<file path="src/verilog/port_module_10g_cfg.svh">
// Constants of the 10G/5G port module receive checker
`ifndef PORT_MODULE_10G_CFG_SVH
`define PORT_MODULE_10G_CFG_SVH
`define FRAME_LEN_CEIL 15'h36b0
`define VLAN_ETHERTYPE 16'h8100
`define PAUSE_ETHERTYPE 16'h8808
`define TYPE_FLOOR 16'h0600
`define PAYLOAD_CEIL 16'h05dc
`define PAYLOAD_PAD_MIN 16'h002e
`define HEADER_BYTES 14'h000e
`define FCS_BYTES 14'h0004
`define TAG_BYTES 15'h0004
`define ETHERTYPE_POS 14'h000c
`define RESET_ALL 4'hf
`endif

</file>
<file path="src/verilog/port_module_10g_pkg.sv">
// Types shared by the port module receive checker
package port_module_10g_pkg;
    typedef enum logic [1:0] {
        MODE_BASER_10G = 2'b00,
        MODE_BASER_5G = 2'b01,
        MODE_DXGMII = 2'b10,
        MODE_RSVD = 2'b11
    } port_mode_t;

    typedef struct packed {
        logic macReceive;
        logic macTransmit;
        logic codingReceive;
        logic codingTransmit;
    } reset_word_t;

    typedef struct packed {
        logic endPacketCheckOn;
        logic startPacketCheckOn;
        logic delimiterCheckOn;
        logic preambleShrinkCheckOff;
        logic preambleCheckOn;
        logic inrangeLenDropOn;
        logic outrangeLenDropOn;
    } check_cfg_t;

    typedef struct packed {
        logic [7:0] data;
        logic sop;
        logic eop;
        logic endPacketBad;
        logic startPacketBad;
        logic delimiterBad;
        logic preambleBad;
        logic preambleShrunk;
        logic innerSumBad;
    } lane_word_t;

    typedef struct packed {
        logic [7:0] data;
        logic sop;
        logic eop;
        logic aborted;
        logic discard;
    } core_word_t;

    typedef struct packed {
        logic baserCoding;
        logic txLowPowerChange;
        logic rxLowPowerChange;
        logic linkRise;
        logic linkFall;
    } irq_word_t;
endpackage : port_module_10g_pkg

</file>
<file path="src/verilog/port_module_10g.sv">
// Configuration, interrupt sources and receive frame checking of the port module
`timescale 1ns/1ps
`include "port_module_10g_cfg.svh"
module port_module_10g (
    input wire logic ref_clk,
    input wire logic rst_n,
    input wire logic resetWrite,
    input wire port_module_10g_pkg::reset_word_t resetWord,
    input wire logic [1:0] speedSel,
    input wire port_module_10g_pkg::port_mode_t portMode,
    input wire logic receivePathOn,
    input wire logic transmitPathOn,
    input wire logic pausePassthrough,
    input wire logic preambleFormat,
    input wire logic gapFormat,
    input wire logic innerHeaderSumCheck,
    input wire logic [13:0] frameLengthLimit,
    input wire logic tagAwareLengthLimit,
    input wire logic [1:0] numTags,
    input wire logic [2:0][15:0] customTagEthertype,
    input wire port_module_10g_pkg::check_cfg_t checkCfg,
    input wire logic [7:0] codingSticky,
    input wire logic [7:0] codingEventMask,
    input wire logic [7:0] fecSticky,
    input wire logic [7:0] fecEventMask,
    input wire logic [7:0] energySticky,
    input wire logic [7:0] energyEventMask,
    input wire logic txLowPower,
    input wire logic rxLowPower,
    input wire logic linkUp,
    input wire port_module_10g_pkg::lane_word_t laneIn,
    input wire logic laneValid,
    output logic laneReady,
    output port_module_10g_pkg::core_word_t coreOut,
    output logic coreValid,
    input wire logic coreReady,
    output port_module_10g_pkg::reset_word_t resetState,
    output port_module_10g_pkg::irq_word_t irqOut,
    output logic baserSelect,
    output logic usxgmiiSelect,
    output logic rate5g,
    output logic speedReserved,
    output logic transmitActive,
    output logic txPreambleStandard,
    output logic txGapNormal,
    output logic pauseFrameSeen,
    output logic frameDropped,
    output logic frameAborted
);
    import port_module_10g_pkg::*;

    typedef enum logic [1:0] {
        RX_IDLE = 2'b00,
        RX_FRAME = 2'b01,
        RX_SWALLOW = 2'b10
    } rx_state_t;

    rx_state_t state_r;
    rx_state_t state_nxt;
    logic [13:0] byteCnt_r;
    logic [1:0] tagCnt_r;
    logic typeDone_r;
    logic [7:0] typeHi_r;
    logic [15:0] lenField_r;
    logic rateTick_r;
    logic txLowPower_r;
    logic rxLowPower_r;
    logic linkUp_r;
    irq_word_t irq_r;
    logic [2:0] status_r;
    logic [1:0] speedSel_r;
    port_mode_t portMode_r;

    assign baserSelect = (portMode_r == MODE_BASER_10G) || (portMode_r == MODE_BASER_5G);
    assign usxgmiiSelect = (portMode_r == MODE_DXGMII);

    wire sel5g = (speedSel_r == 2'b01);
    wire sel10g = (speedSel_r == 2'b00);
    assign rate5g = sel5g;
    assign speedReserved = !(sel5g || sel10g);

    assign transmitActive = transmitPathOn && !resetState.macTransmit;
    assign txPreambleStandard = (preambleFormat == 1'b0);
    assign txGapNormal = (gapFormat == 1'b0);

    // Config latched so a change only lands through the reset cycle
    always_ff @(posedge ref_clk) begin
        if (!rst_n) begin
            speedSel_r <= 2'b00;
            portMode_r <= MODE_BASER_10G;
        end else if (resetState.macReceive && resetState.macTransmit) begin
            speedSel_r <= speedSel;
            portMode_r <= portMode;
        end
    end

    port_reset_ctrl resetCtrl (
        .ref_clk(ref_clk),
        .rst_n(rst_n),
        .resetWrite(resetWrite),
        .resetWord(resetWord),
        .resetState(resetState)
    );

    // full rate at 10G, no shrink
    always_ff @(posedge ref_clk) begin
        if (!rst_n) begin
            rateTick_r <= 1'b0;
        end else begin
            rateTick_r <= sel5g ? !rateTick_r : 1'b1;
        end
    end

    wire codingAny = |(codingSticky & codingEventMask);
    wire fecAny = |(fecSticky & fecEventMask);
    wire energyAny = |(energySticky & energyEventMask);

    always_ff @(posedge ref_clk) begin
        if (!rst_n) begin
            // Pins tracked in reset, else release shows a false change
            txLowPower_r <= txLowPower;
            rxLowPower_r <= rxLowPower;
            linkUp_r <= linkUp;
            irq_r <= '0;
        end else begin
            txLowPower_r <= txLowPower;
            rxLowPower_r <= rxLowPower;
            linkUp_r <= linkUp;
            irq_r.baserCoding <= baserSelect && (codingAny || fecAny || energyAny);
            irq_r.txLowPowerChange <= txLowPower ^ txLowPower_r;
            irq_r.rxLowPowerChange <= rxLowPower ^ rxLowPower_r;
            irq_r.linkRise <= linkUp && !linkUp_r;
            irq_r.linkFall <= !linkUp && linkUp_r;
        end
    end
    assign irqOut = irq_r;

    // Receive frame checking
    wire rxRun = receivePathOn && !resetState.macReceive && !resetState.codingReceive;
    wire bufReady;
    wire laneTake = laneValid && laneReady;
    assign laneReady = rxRun && rateTick_r && ((state_r == RX_SWALLOW) || bufReady);

    wire [14:0] limitBase = ({1'b0, frameLengthLimit} > `FRAME_LEN_CEIL) ? `FRAME_LEN_CEIL
                                                                          : {1'b0, frameLengthLimit};
    wire [14:0] tagExtra = tagAwareLengthLimit ? (`TAG_BYTES * 15'(tagCnt_r)) : 15'h0000;
    wire [14:0] effLimit = limitBase + tagExtra;

    wire [13:0] curCnt = (state_r == RX_FRAME) ? byteCnt_r : 14'h0000;
    wire [13:0] typePos = `ETHERTYPE_POS + {10'h000, tagCnt_r, 2'b00};
    wire [15:0] typeNow = {typeHi_r, laneIn.data};
    wire atTypeHi = !typeDone_r && (curCnt == typePos);
    wire atTypeLo = !typeDone_r && (curCnt == typePos + 14'h0001);

    wire isTag = (typeNow == `VLAN_ETHERTYPE) || (typeNow == customTagEthertype[0])
        || (typeNow == customTagEthertype[1]) || (typeNow == customTagEthertype[2]);
    wire tagStep = atTypeLo && isTag && (tagCnt_r < numTags);
    wire [15:0] lenFinal = (atTypeLo && !tagStep) ? typeNow : lenField_r;

    wire hitLimit = ({1'b0, curCnt} + 15'h0001 >= effLimit) && !laneIn.eop;
    wire frameEnd = laneIn.eop || hitLimit;

    wire [13:0] overhead = `HEADER_BYTES + `FCS_BYTES + {10'h000, tagCnt_r, 2'b00};
    wire [13:0] frameBytes = curCnt + 14'h0001;
    wire [15:0] payloadLen = (frameBytes > overhead) ? {2'b00, frameBytes - overhead} : 16'h0000;
    wire isLength = lenFinal < `TYPE_FLOOR;
    wire lenMatch = (payloadLen == lenFinal) || ((payloadLen == `PAYLOAD_PAD_MIN) && (lenFinal < `PAYLOAD_PAD_MIN));
    wire inrangeErr = isLength && (lenFinal <= `PAYLOAD_CEIL) && !lenMatch;
    wire outrangeErr = isLength && (lenFinal > `PAYLOAD_CEIL);

    wire lenDrop = (inrangeErr && checkCfg.inrangeLenDropOn) || (outrangeErr && checkCfg.outrangeLenDropOn);

    wire advDrop = (checkCfg.endPacketCheckOn && laneIn.endPacketBad)
        || (checkCfg.startPacketCheckOn && laneIn.startPacketBad)
        || (checkCfg.delimiterCheckOn && laneIn.delimiterBad)
        || (checkCfg.preambleCheckOn && laneIn.preambleBad)
        || (!checkCfg.preambleShrinkCheckOff && laneIn.preambleShrunk);

    wire sumDrop = innerHeaderSumCheck && laneIn.innerSumBad;

    wire isPause = (lenFinal == `PAUSE_ETHERTYPE);
    wire pauseDrop = isPause && !pausePassthrough;

    wire endDrop = lenDrop || advDrop || sumDrop || pauseDrop;

    core_word_t pushWord;
    always_comb begin
        pushWord = '0;
        pushWord.data = laneIn.data;
        pushWord.sop = laneIn.sop;
        pushWord.eop = frameEnd;
        pushWord.aborted = hitLimit;
        pushWord.discard = frameEnd && endDrop;
    end

    wire startOk = laneIn.sop;
    wire pushValid = laneValid && laneReady && (state_r != RX_SWALLOW)
        && ((state_r == RX_FRAME) || startOk);

    always_comb begin
        state_nxt = state_r;
        case (state_r)
            RX_IDLE: begin
                if (laneTake && startOk && !frameEnd) begin
                    state_nxt = RX_FRAME;
                end else if (laneTake && startOk && hitLimit) begin
                    state_nxt = RX_SWALLOW;
                end
            end
            RX_FRAME: begin
                if (laneTake && hitLimit) begin
                    state_nxt = RX_SWALLOW;
                end else if (laneTake && laneIn.eop) begin
                    state_nxt = RX_IDLE;
                end
            end
            RX_SWALLOW: begin
                // Rest of an overlong frame thrown away until its end
                if (laneTake && laneIn.eop) begin
                    state_nxt = RX_IDLE;
                end
            end
            default: begin
                state_nxt = RX_IDLE;
            end
        endcase
    end

    always_ff @(posedge ref_clk) begin
        if (!rst_n || !rxRun) begin
            state_r <= RX_IDLE;
        end else begin
            state_r <= state_nxt;
        end
    end

    // Header tracking; a new start clears the counts and type flag and keeps the held type bytes, unless the frame also ends in that first word
    always_ff @(posedge ref_clk) begin
        if (!rst_n || (pushValid && laneIn.sop && state_r == RX_IDLE && frameEnd)) begin
            byteCnt_r <= 14'h0000;
            tagCnt_r <= 2'b00;
            typeDone_r <= 1'b0;
            typeHi_r <= 8'h00;
            lenField_r <= 16'h0000;
        end else if (pushValid) begin
            byteCnt_r <= curCnt + 14'h0001;
            if (state_r == RX_IDLE) begin
                tagCnt_r <= 2'b00;
                typeDone_r <= 1'b0;
            end
            if (atTypeHi) begin
                typeHi_r <= laneIn.data;
            end
            if (tagStep) begin
                tagCnt_r <= tagCnt_r + 2'b01;
            end else if (atTypeLo) begin
                typeDone_r <= 1'b1;
                lenField_r <= typeNow;
            end
        end
    end

    always_ff @(posedge ref_clk) begin
        if (!rst_n) begin
            status_r <= 3'b000;
        end else begin
            status_r[0] <= pushValid && frameEnd && isPause;
            status_r[1] <= pushValid && frameEnd && endDrop;
            status_r[2] <= pushValid && hitLimit;
        end
    end
    assign pauseFrameSeen = status_r[0];
    assign frameDropped = status_r[1];
    assign frameAborted = status_r[2];

    // Stall at the core backs up into the lane through laneReady
    port_rx_buffer #(
        .WIDTH($bits(core_word_t)),
        .DEPTH(2)
    ) rxBuffer (
        .ref_clk(ref_clk),
        .rst_n(rst_n),
        .inValid(pushValid),
        .inReady(bufReady),
        .inData(pushWord),
        .outValid(coreValid),
        .outReady(coreReady),
        .outData(coreOut)
    );
endmodule : port_module_10g

</file>
<file path="src/verilog/port_reset_ctrl.sv">
// Four per-direction synchronous resets of the port module
`timescale 1ns/1ps
`include "port_module_10g_cfg.svh"
module port_reset_ctrl (
    input wire logic ref_clk,
    input wire logic rst_n,
    input wire logic resetWrite,
    input wire port_module_10g_pkg::reset_word_t resetWord,
    output port_module_10g_pkg::reset_word_t resetState
);
    import port_module_10g_pkg::*;

    reset_word_t resetState_r;

    assign resetState = resetState_r;

    always_ff @(posedge ref_clk) begin
        if (!rst_n) begin
            resetState_r <= reset_word_t'(`RESET_ALL);
        end else if (resetWrite) begin
            resetState_r <= resetWord;
        end
    end
endmodule : port_reset_ctrl

</file>
<file path="src/verilog/port_rx_buffer.sv">
// Two-entry buffer between receive checker and switch core
`timescale 1ns/1ps
module port_rx_buffer #(
    parameter int WIDTH = 12,
    parameter int DEPTH = 2
) (
    input wire logic ref_clk,
    input wire logic rst_n,
    input wire logic inValid,
    output logic inReady,
    input wire logic [WIDTH-1:0] inData,
    output logic outValid,
    input wire logic outReady,
    output logic [WIDTH-1:0] outData
);
    localparam int AW = (DEPTH > 1) ? $clog2(DEPTH) : 1;

    logic [WIDTH-1:0] store_r [DEPTH];
    logic [AW-1:0] wrPtr_r;
    logic [AW-1:0] rdPtr_r;
    logic [AW:0] count_r;
    wire doPush = inValid && inReady;
    wire doPop = outValid && outReady;

    assign inReady = (count_r != (AW+1)'(DEPTH));
    assign outValid = (count_r != '0);
    assign outData = store_r[rdPtr_r];

    always_ff @(posedge ref_clk) begin
        if (doPush) begin
            store_r[wrPtr_r] <= inData;
        end
    end

    always_ff @(posedge ref_clk) begin
        if (!rst_n) begin
            wrPtr_r <= '0;
            rdPtr_r <= '0;
            count_r <= '0;
        end else begin
            if (doPush) begin
                wrPtr_r <= (wrPtr_r == AW'(DEPTH - 1)) ? '0 : wrPtr_r + 1'b1;
            end
            if (doPop) begin
                rdPtr_r <= (rdPtr_r == AW'(DEPTH - 1)) ? '0 : rdPtr_r + 1'b1;
            end
            count_r <= count_r + (AW+1)'(doPush) - (AW+1)'(doPop);
        end
    end
endmodule : port_rx_buffer

</file>
<file path="config.mk">
export PLATFORM = sky130hd
export DESIGN_NAME = port_module_10g
export DESIGN_NICKNAME = d
export VERILOG_FILES = /design/src/verilog/port_module_10g_pkg.sv /design/src/verilog/port_module_10g.sv /design/src/verilog/port_reset_ctrl.sv /design/src/verilog/port_rx_buffer.sv
export VERILOG_INCLUDE_DIRS = /design/src /design/src/verilog
export SDC_FILE = /design/constraint.sdc
export NUM_CORES = 1
export LEC_CHECK = 0
export ABC_AREA = 1
export ABC_CLOCK_PERIOD_IN_PS = 5100
export BUFFER_PORTS_ARGS = -buffer_cell sky130_fd_sc_hd__buf_2
export CAP_MARGIN = 20
export CELL_PAD_IN_SITES_DETAIL_PLACEMENT = 0
export CELL_PAD_IN_SITES_GLOBAL_PLACEMENT = 2
export CORE_ASPECT_RATIO = 1.5
export CORE_UTILIZATION = 29
export CTS_BUF_LIST = sky130_fd_sc_hd__clkbuf_2 sky130_fd_sc_hd__clkbuf_4 sky130_fd_sc_hd__clkbuf_8
export DETAILED_ROUTE_END_ITERATION = 12
export GPL_TIMING_DRIVEN = 0
export PLACE_DENSITY_LB_ADDON = 0.1
export SLEW_MARGIN = 20
export SYNTH_ARGS = -nofsm -noshare
export SYNTH_HDL_FRONTEND = slang
export SYNTH_SLANG_ARGS = --single-unit
export TNS_END_PERCENT = 100
</file>
<file path="constraint.sdc">
create_clock -name ref_clk -period 5.1 [get_ports ref_clk]
set_input_delay 0.255 -clock ref_clk [delete_from_list [all_inputs] [get_ports ref_clk]]
set_output_delay 0.255 -clock ref_clk [all_outputs]
set_load 0.005 [all_outputs]
</file>
* After elaboration in Yosys (flattened, before gate mapping)
Memories as Yosys holds them, arrays and structs flattened. A register that Yosys moved wholly into a read port is not among the register bits.
Index checks and enable logic that the tools add are counted.
** Storage, ports and cells
- Memories :: 1
- Bits in writable memories :: 24
- Bits of input ports :: 158
- Word-level logic and storage cells :: 187
- Register bits after elaboration :: 67
- Output and inout bits :: 33
** Memory list
- rxBuffer.store_r :: depth 2, width 12, read ports 1, clocked after memory_dff 1, write ports 1, RTL line port_rx_buffer.sv:18 : logic [WIDTH-1:0] store_r [DEPTH];
** Cells by class
- Order comparisons :: 8
- Reduce and logical (&&, ||, !) cells :: 94
- Bitwise gates (word level) :: 8
- $add $sub $neg :: 12
- Muxes and demuxes :: 22
- Equality and inequality tests :: 17
** Operators with widths (count)
- equality test 16 bit :: 3
- logical AND 1 bit :: 46
- two-way mux 14 bit :: 3
- equality test 16 bit, second input constant :: 2
- bitwise AND 8 bit :: 3
- OR reduction 8 bit :: 3
- logical OR 1 bit :: 21
- equality test 14 x 16 -> 1 bit :: 1
- greater-than comparator 16 x 11 -> 1 bit, second input constant :: 1
- less-or-equal comparator 16 x 11 -> 1 bit, second input constant :: 1
- logical NOT 1 bit :: 16
- less-than comparator 16 x 11 -> 1 bit, second input constant :: 1
- less-than comparator 16 x 6 -> 1 bit, second input constant :: 1
- two-way mux 16 bit :: 1
- adder 14 x 1 -> 15 bit, second input constant :: 1
- adder 14 x 4 -> 15 bit :: 1
- >= comparator 15 bit :: 1
- adder 14 x 1 -> 14 bit, second input constant :: 1
- equality test 14 x 5 -> 1 bit :: 1
- equality test 14 x 6 -> 1 bit :: 1
- equality test 14 x 6 -> 1 bit, second input constant :: 1
- greater-than comparator 14 bit, second input constant :: 1
- greater-than comparator 14 x 6 -> 1 bit :: 1
- subtractor 14 x 6 -> 14 bit :: 1
- 22 further kinds :: 48

* Logic depth before layout (Yosys ltp)
- Word-level depth :: 20
- Depth in mapped cells :: 31
- Mapped depth without buffers :: 29

* By module
A second synthesis with hierarchy kept.
** Second synthesis, totals
- Cells, all modules :: 1166
- Area total of the unflattened synthesis :: 7372.1 um2
** By module, submodules not included
- port_module_10g :: cells each 1076, sequential area each 1181.1 um2, instances 1, area each 6060.8 um2
- port_rx_buffer :: cells each 73, sequential area each 820.8 um2, instances 1, area each 1177.4 um2
- port_reset_ctrl :: cells each 17, sequential area each 80.1 um2, instances 1, area each 133.9 um2

* Worst setup path after synthesis
No wires, ideal clock.
- Path kind :: in2reg
- Start point :: input frameLengthLimit[0]
- End point :: register lenField_r[10]
- Library setup time :: 0.086 ns
- Data required time :: 5.014 ns
- Data arrival time :: 3.775 ns
- Stages :: 26
- Path slack :: 1.239 ns
- Buffers on the path :: 1
- Cells stage by stage :: nor4_1 -> o21ai_0 -> a21oi_1 -> o21ai_0 -> nand2_1 -> clkinv_1 -> nor2_1 -> ha_1 -> inv_1 -> fa_1 -> inv_1 -> nand2_1 -> xor2_1 -> ha_1 -> nand4_1 -> nor2_1 -> o21a_1 -> o21a_1 -> o21ai_0 -> nand2_1 -> nor2_1 -> o221ai_1 -> nor2_1 -> o21ai_1 -> clkbuf_1 -> a211oi_1
** On the way
- Longest elaborated chain between the ends :: 8
** RTL lines
- from (decl) :: RTL line port_module_10g.sv:17 : input wire logic [13:0] frameLengthLimit,
- greater-than comparator 14 bit (no source line)
- two-way mux 14 bit (*) :: RTL line port_module_10g.sv:144 : wire [14:0] limitBase = ({1'b0, frameLengthLimit} > `FRAME_LEN_CEIL) ? `FRAME_LEN_CEIL
- adder 14 x 4 -> 15 bit (*) :: RTL line port_module_10g.sv:147 : wire [14:0] effLimit = limitBase + tagExtra;
- >= comparator 15 bit (*) :: RTL line port_module_10g.sv:160 : wire hitLimit = ({1'b0, curCnt} + 15'h0001 >= effLimit) && !laneIn.eop;
- logical AND 1 bit (*) :: RTL line port_module_10g.sv:160
- logical OR 1 bit (*) :: RTL line port_module_10g.sv:161 : wire frameEnd = laneIn.eop || hitLimit;
- logical AND 1 bit (*) :: RTL line port_module_10g.sv:239 : if (!rst_n || (pushValid && laneIn.sop && state_r == RX_IDLE && frameEnd)) begin
- logical OR 1 bit (*) :: RTL line port_module_10g.sv:239
- to (signal assigned) :: RTL line port_module_10g.sv:258 : lenField_r <= typeNow;
- to (decl) :: RTL line port_module_10g.sv:64 : logic [15:0] lenField_r;
Mark *: on every way between the ends. The rest lies on a longest branch, timed or not.
A chain may end at the register's enable or synchronous reset.

* Final worst setup path
- Start point :: register state_r[0]
- End point :: register lenField_r[11]
** On the way
- Longest elaborated chain between the ends :: 10
- Elaborated cells on any way between the ends :: 25
- Those cells by class :: add/sub: 1; order compare: 1; eq/ne: 4; mux: 1; bitwise: 1; reduce/logical: 17
** RTL lines
- from (decl) :: RTL line port_module_10g.sv:58 : rx_state_t state_r;
- from (signal assigned) :: RTL line port_module_10g.sv:233 : state_r <= state_nxt;
- parallel branches: the longest is 10 deep, another holds adder 14 x 1 -> 15 bit
Parallel ways; which one is timed is not known.

==> results.toml <==
[setup_path]
crit_required_ns = 5.43
critPathCaptureType = "flop"
ff2ff_setup_slack_ns = 0.56
crit_type = "reg2reg"
startpoint_type = "flop"
path_max_fanout = 10
arrival_ns = 4.87

[placement]
globalplace.congestion = 0.852
dpl-instance-area_mm2 = 0.00860
dpl.cell_count = 1664
numPortBuffers = 190
dp_hpwl_um = 21100

[synthesis]
yosysSeqAreaShare_pct = 28.8
synth-edff-count = 24
synth_cell_types = 46
synthFlopType = "dfxtp_1"
syn_avg_cell_area_um2 = 6.29
syn_inst = 1150
async_flop_share_pct = 0
synth_seq_cells = 92
yosysWarnings = 0
synth_fp_nets = 1336
synth_area_mm2 = 0.00724

[global_routing]
grt_max_degree = 20
grt_util_all_layers_pct = 20.5
grt_pass1_wl_um = 39200
grt_pass1_vias = 7544
antenna_found_initial = 0
gr-total-overflow = 0

[floorplan]
chipWidth_um = 131
die_area_mm2 = 0.0256
coreArea_mm2 = 0.0244
ios = 191
fp-row-count = 70
start_util_pct = 29.6
die_h_um = 195

[pwr]
ir_worst_vdd_uv = 115
power.leakage_nw = 4.67
cellPowerDensity_mw_per_mm2 = 174
total_power_mw = 1.54

[route]
ant_nets = 0
via_per_inst = 4.56
routed_wl_um = 25400
first_pass_iters = 6
wl_per_cell_um = 15.1
drt_iter0_drc = 293
vias = 7682
drc = 0

[clock_network]
cts-root-buf = "clkbuf_8"
postCtsSetupBuffers = 0
cts_buffer_depth = 2
clock_latency_ns = 0.41
cts-buffers-inserted = 9
cts_htree_levels = 3
cts_tree = "yes"
cts_sinks = 92
clk_pin_slew_worst_paths_ns = 0.13

[sta]
rsz0062_at_grt = "false"
fmax_mhz = 220
hold_violations = 0
setup_viol = 0
tightestPinTransition_ns = 0.717
whs_ns = 0.0472
fin_crit_ns = 4.54
slew_headroom_pct = 52.2
drv_slew = 0
finClkSkew_ns = 0.0256
setup_tns_ns = 0
post-route-period-util_pct = 89.0

[finish]
stdcell_area_mm2 = 0.00885
drive_gt1_share_pct = 21.6
num-nets-final = 1540
most-common-layout-cells = "nand2_1, buf_2, inv_1"
antenna_cells = 0
final_common_cell = "nand2_1"
area_growth_pct = 22.2
finalNonFillerCells = 1683

[outcome]
status = "finished clean"

[worst_hold_path]
hold_path.class = "in2reg"

[run]
maxCapViolCount = 0
==> through the flow <==
step,worst slack (ns),utilization [%]
2_1_floorplan,1.24,-
3_3_place_gp,-0.419,35.2
3_5_place_dp,-0.424,35.2
4_1_cts,0.125,36.2
5_1_grt,0.104,36.2
6_report,0.562,36.2
==> cell families (layout without fill, tap and decap cells) <==
family | after synthesis | after routing | synth area share, %
muxes | 12 | 12 | 1.87
xor gates and xnor gates | 32 | 32 | 3.87
AOI/OAI and AO/OA | 100 | 100 | 8.68
other | 1 | 1 | 0.0518
DFF | 92 | 92 | 28.8
buffers and inverters | 206 | 415 | 11.4
and+or+nand+nor | 679 | 679 | 40.3
adders and majority gates | 28 | 28 | 5.05
==> worst max-delay path, stage by stage (launching register included) <==
cell	delay [ns]
dfxtp_1	0.45
nand2_1	0.11
buf_4	0.20
nor2_2	0.26
ha_1	0.27
nand4_2	0.15
nor2_4	0.26
nand3_1	0.13
nand2_2	0.17
inv_1	0.13
ha_1	0.34
nand4_1	0.08
nor2_1	0.05
o21a_1	0.16
o21a_1	0.15
o21ai_0	0.14
nand2_1	0.06
nor2_1	0.13
o221ai_2	0.20
nor2_1	0.24
o21ai_1	0.19
clkbuf_2	0.33
a211oi_1	0.26
==> synthesized netlist by cell type (all sizes together), types with 12 or more instances <==
| master | instances | area, um2 |
|---|---|---|
| nand2 | 387 | 1510 |
| inv | 169 | 634 |
| nor2 | 161 | 681 |
| nand3 | 83 | 420 |
| dfxtp | 68 | 1360 |
| nand4 | 37 | 244 |
| a21oi | 35 | 179 |
| a211oi | 27 | 203 |
| xor2 | 27 | 236 |
| ha | 26 | 325 |
| edfxtp | 24 | 721 |
| o21ai | 23 | 126 |
| buf | 21 | 131 |
| clkbuf | 14 | 52.6 |
| mux2 | 12 | 135 |
==> final timing paths <==
check,to,startpoint,cells after the start
worst max register to register,lenField_r[11]$_SDFFE_PP0P_,state_r[0]$_SDFFE_PP0P_,22
worst max-delay path,lenField_r[11]$_SDFFE_PP0P_,state_r[0]$_SDFFE_PP0P_,22
worst min-delay path,rxBuffer.store_r[1][7]$_DFFE_PP_,laneIn[11],1
worst min register to register,irqOut[1]$_SDFF_PN0_,linkUp_r$_DFF_P_,1
==> report_power, final <==
| part | internal (mW) | total, mW | switching (mW) | leakage, nW |
|---|---|---|---|---|
| registers | 0.762 | 0.771 | 0.00825 | 0.769 |
| logic | 0.114 | 0.244 | 0.130 | 3.81 |
| clock network | 0.195 | 0.528 | 0.333 | 0.0994 |
==> flip-flops by register name, indices dropped and copies added (netlist names), 2 cells and up, named ones only <==
name,flops
resetCtrl.resetState,4
rxBuffer.store_r,24
lenField_r,16
byteCnt_r,14
irqOut,5
rxBuffer.count_r,2
portMode_r,2
speedSel_r,2
status_r,3
tagCnt_r,2
typeHi_r,8
state_r,2
==> layout make-up <==
type                            instances  area, um2
Clock inverter                          7       80.1
Fill cell                            2758      15600
Buffer                                 35        189
Tap cell                              324        405
Multi-Input combinational cell        852       4340
Sequential cell                        92       2080
Inverter                              171        642
Clock buffer                            9        124
Timing Repair Buffer                  193        981
==> layer usage <==
metal	up-vias	part of all wire [%]	global-route usage, %
li1	4056	-	-
met1	3411	37	20.3
met2	180	57	41.7
met3	35	3.1	2.19
met4	0	2.7	7.54
met5	-	0	0
==> repair_timing <==
action	4_1_cts	5_1_grt
hold endpoints to repair	3	0
setup endpoints to repair	40	38
hold buffers	3	0
gates resized for setup	3	5
No activity file was read; power rests on OpenSTA's default activity.
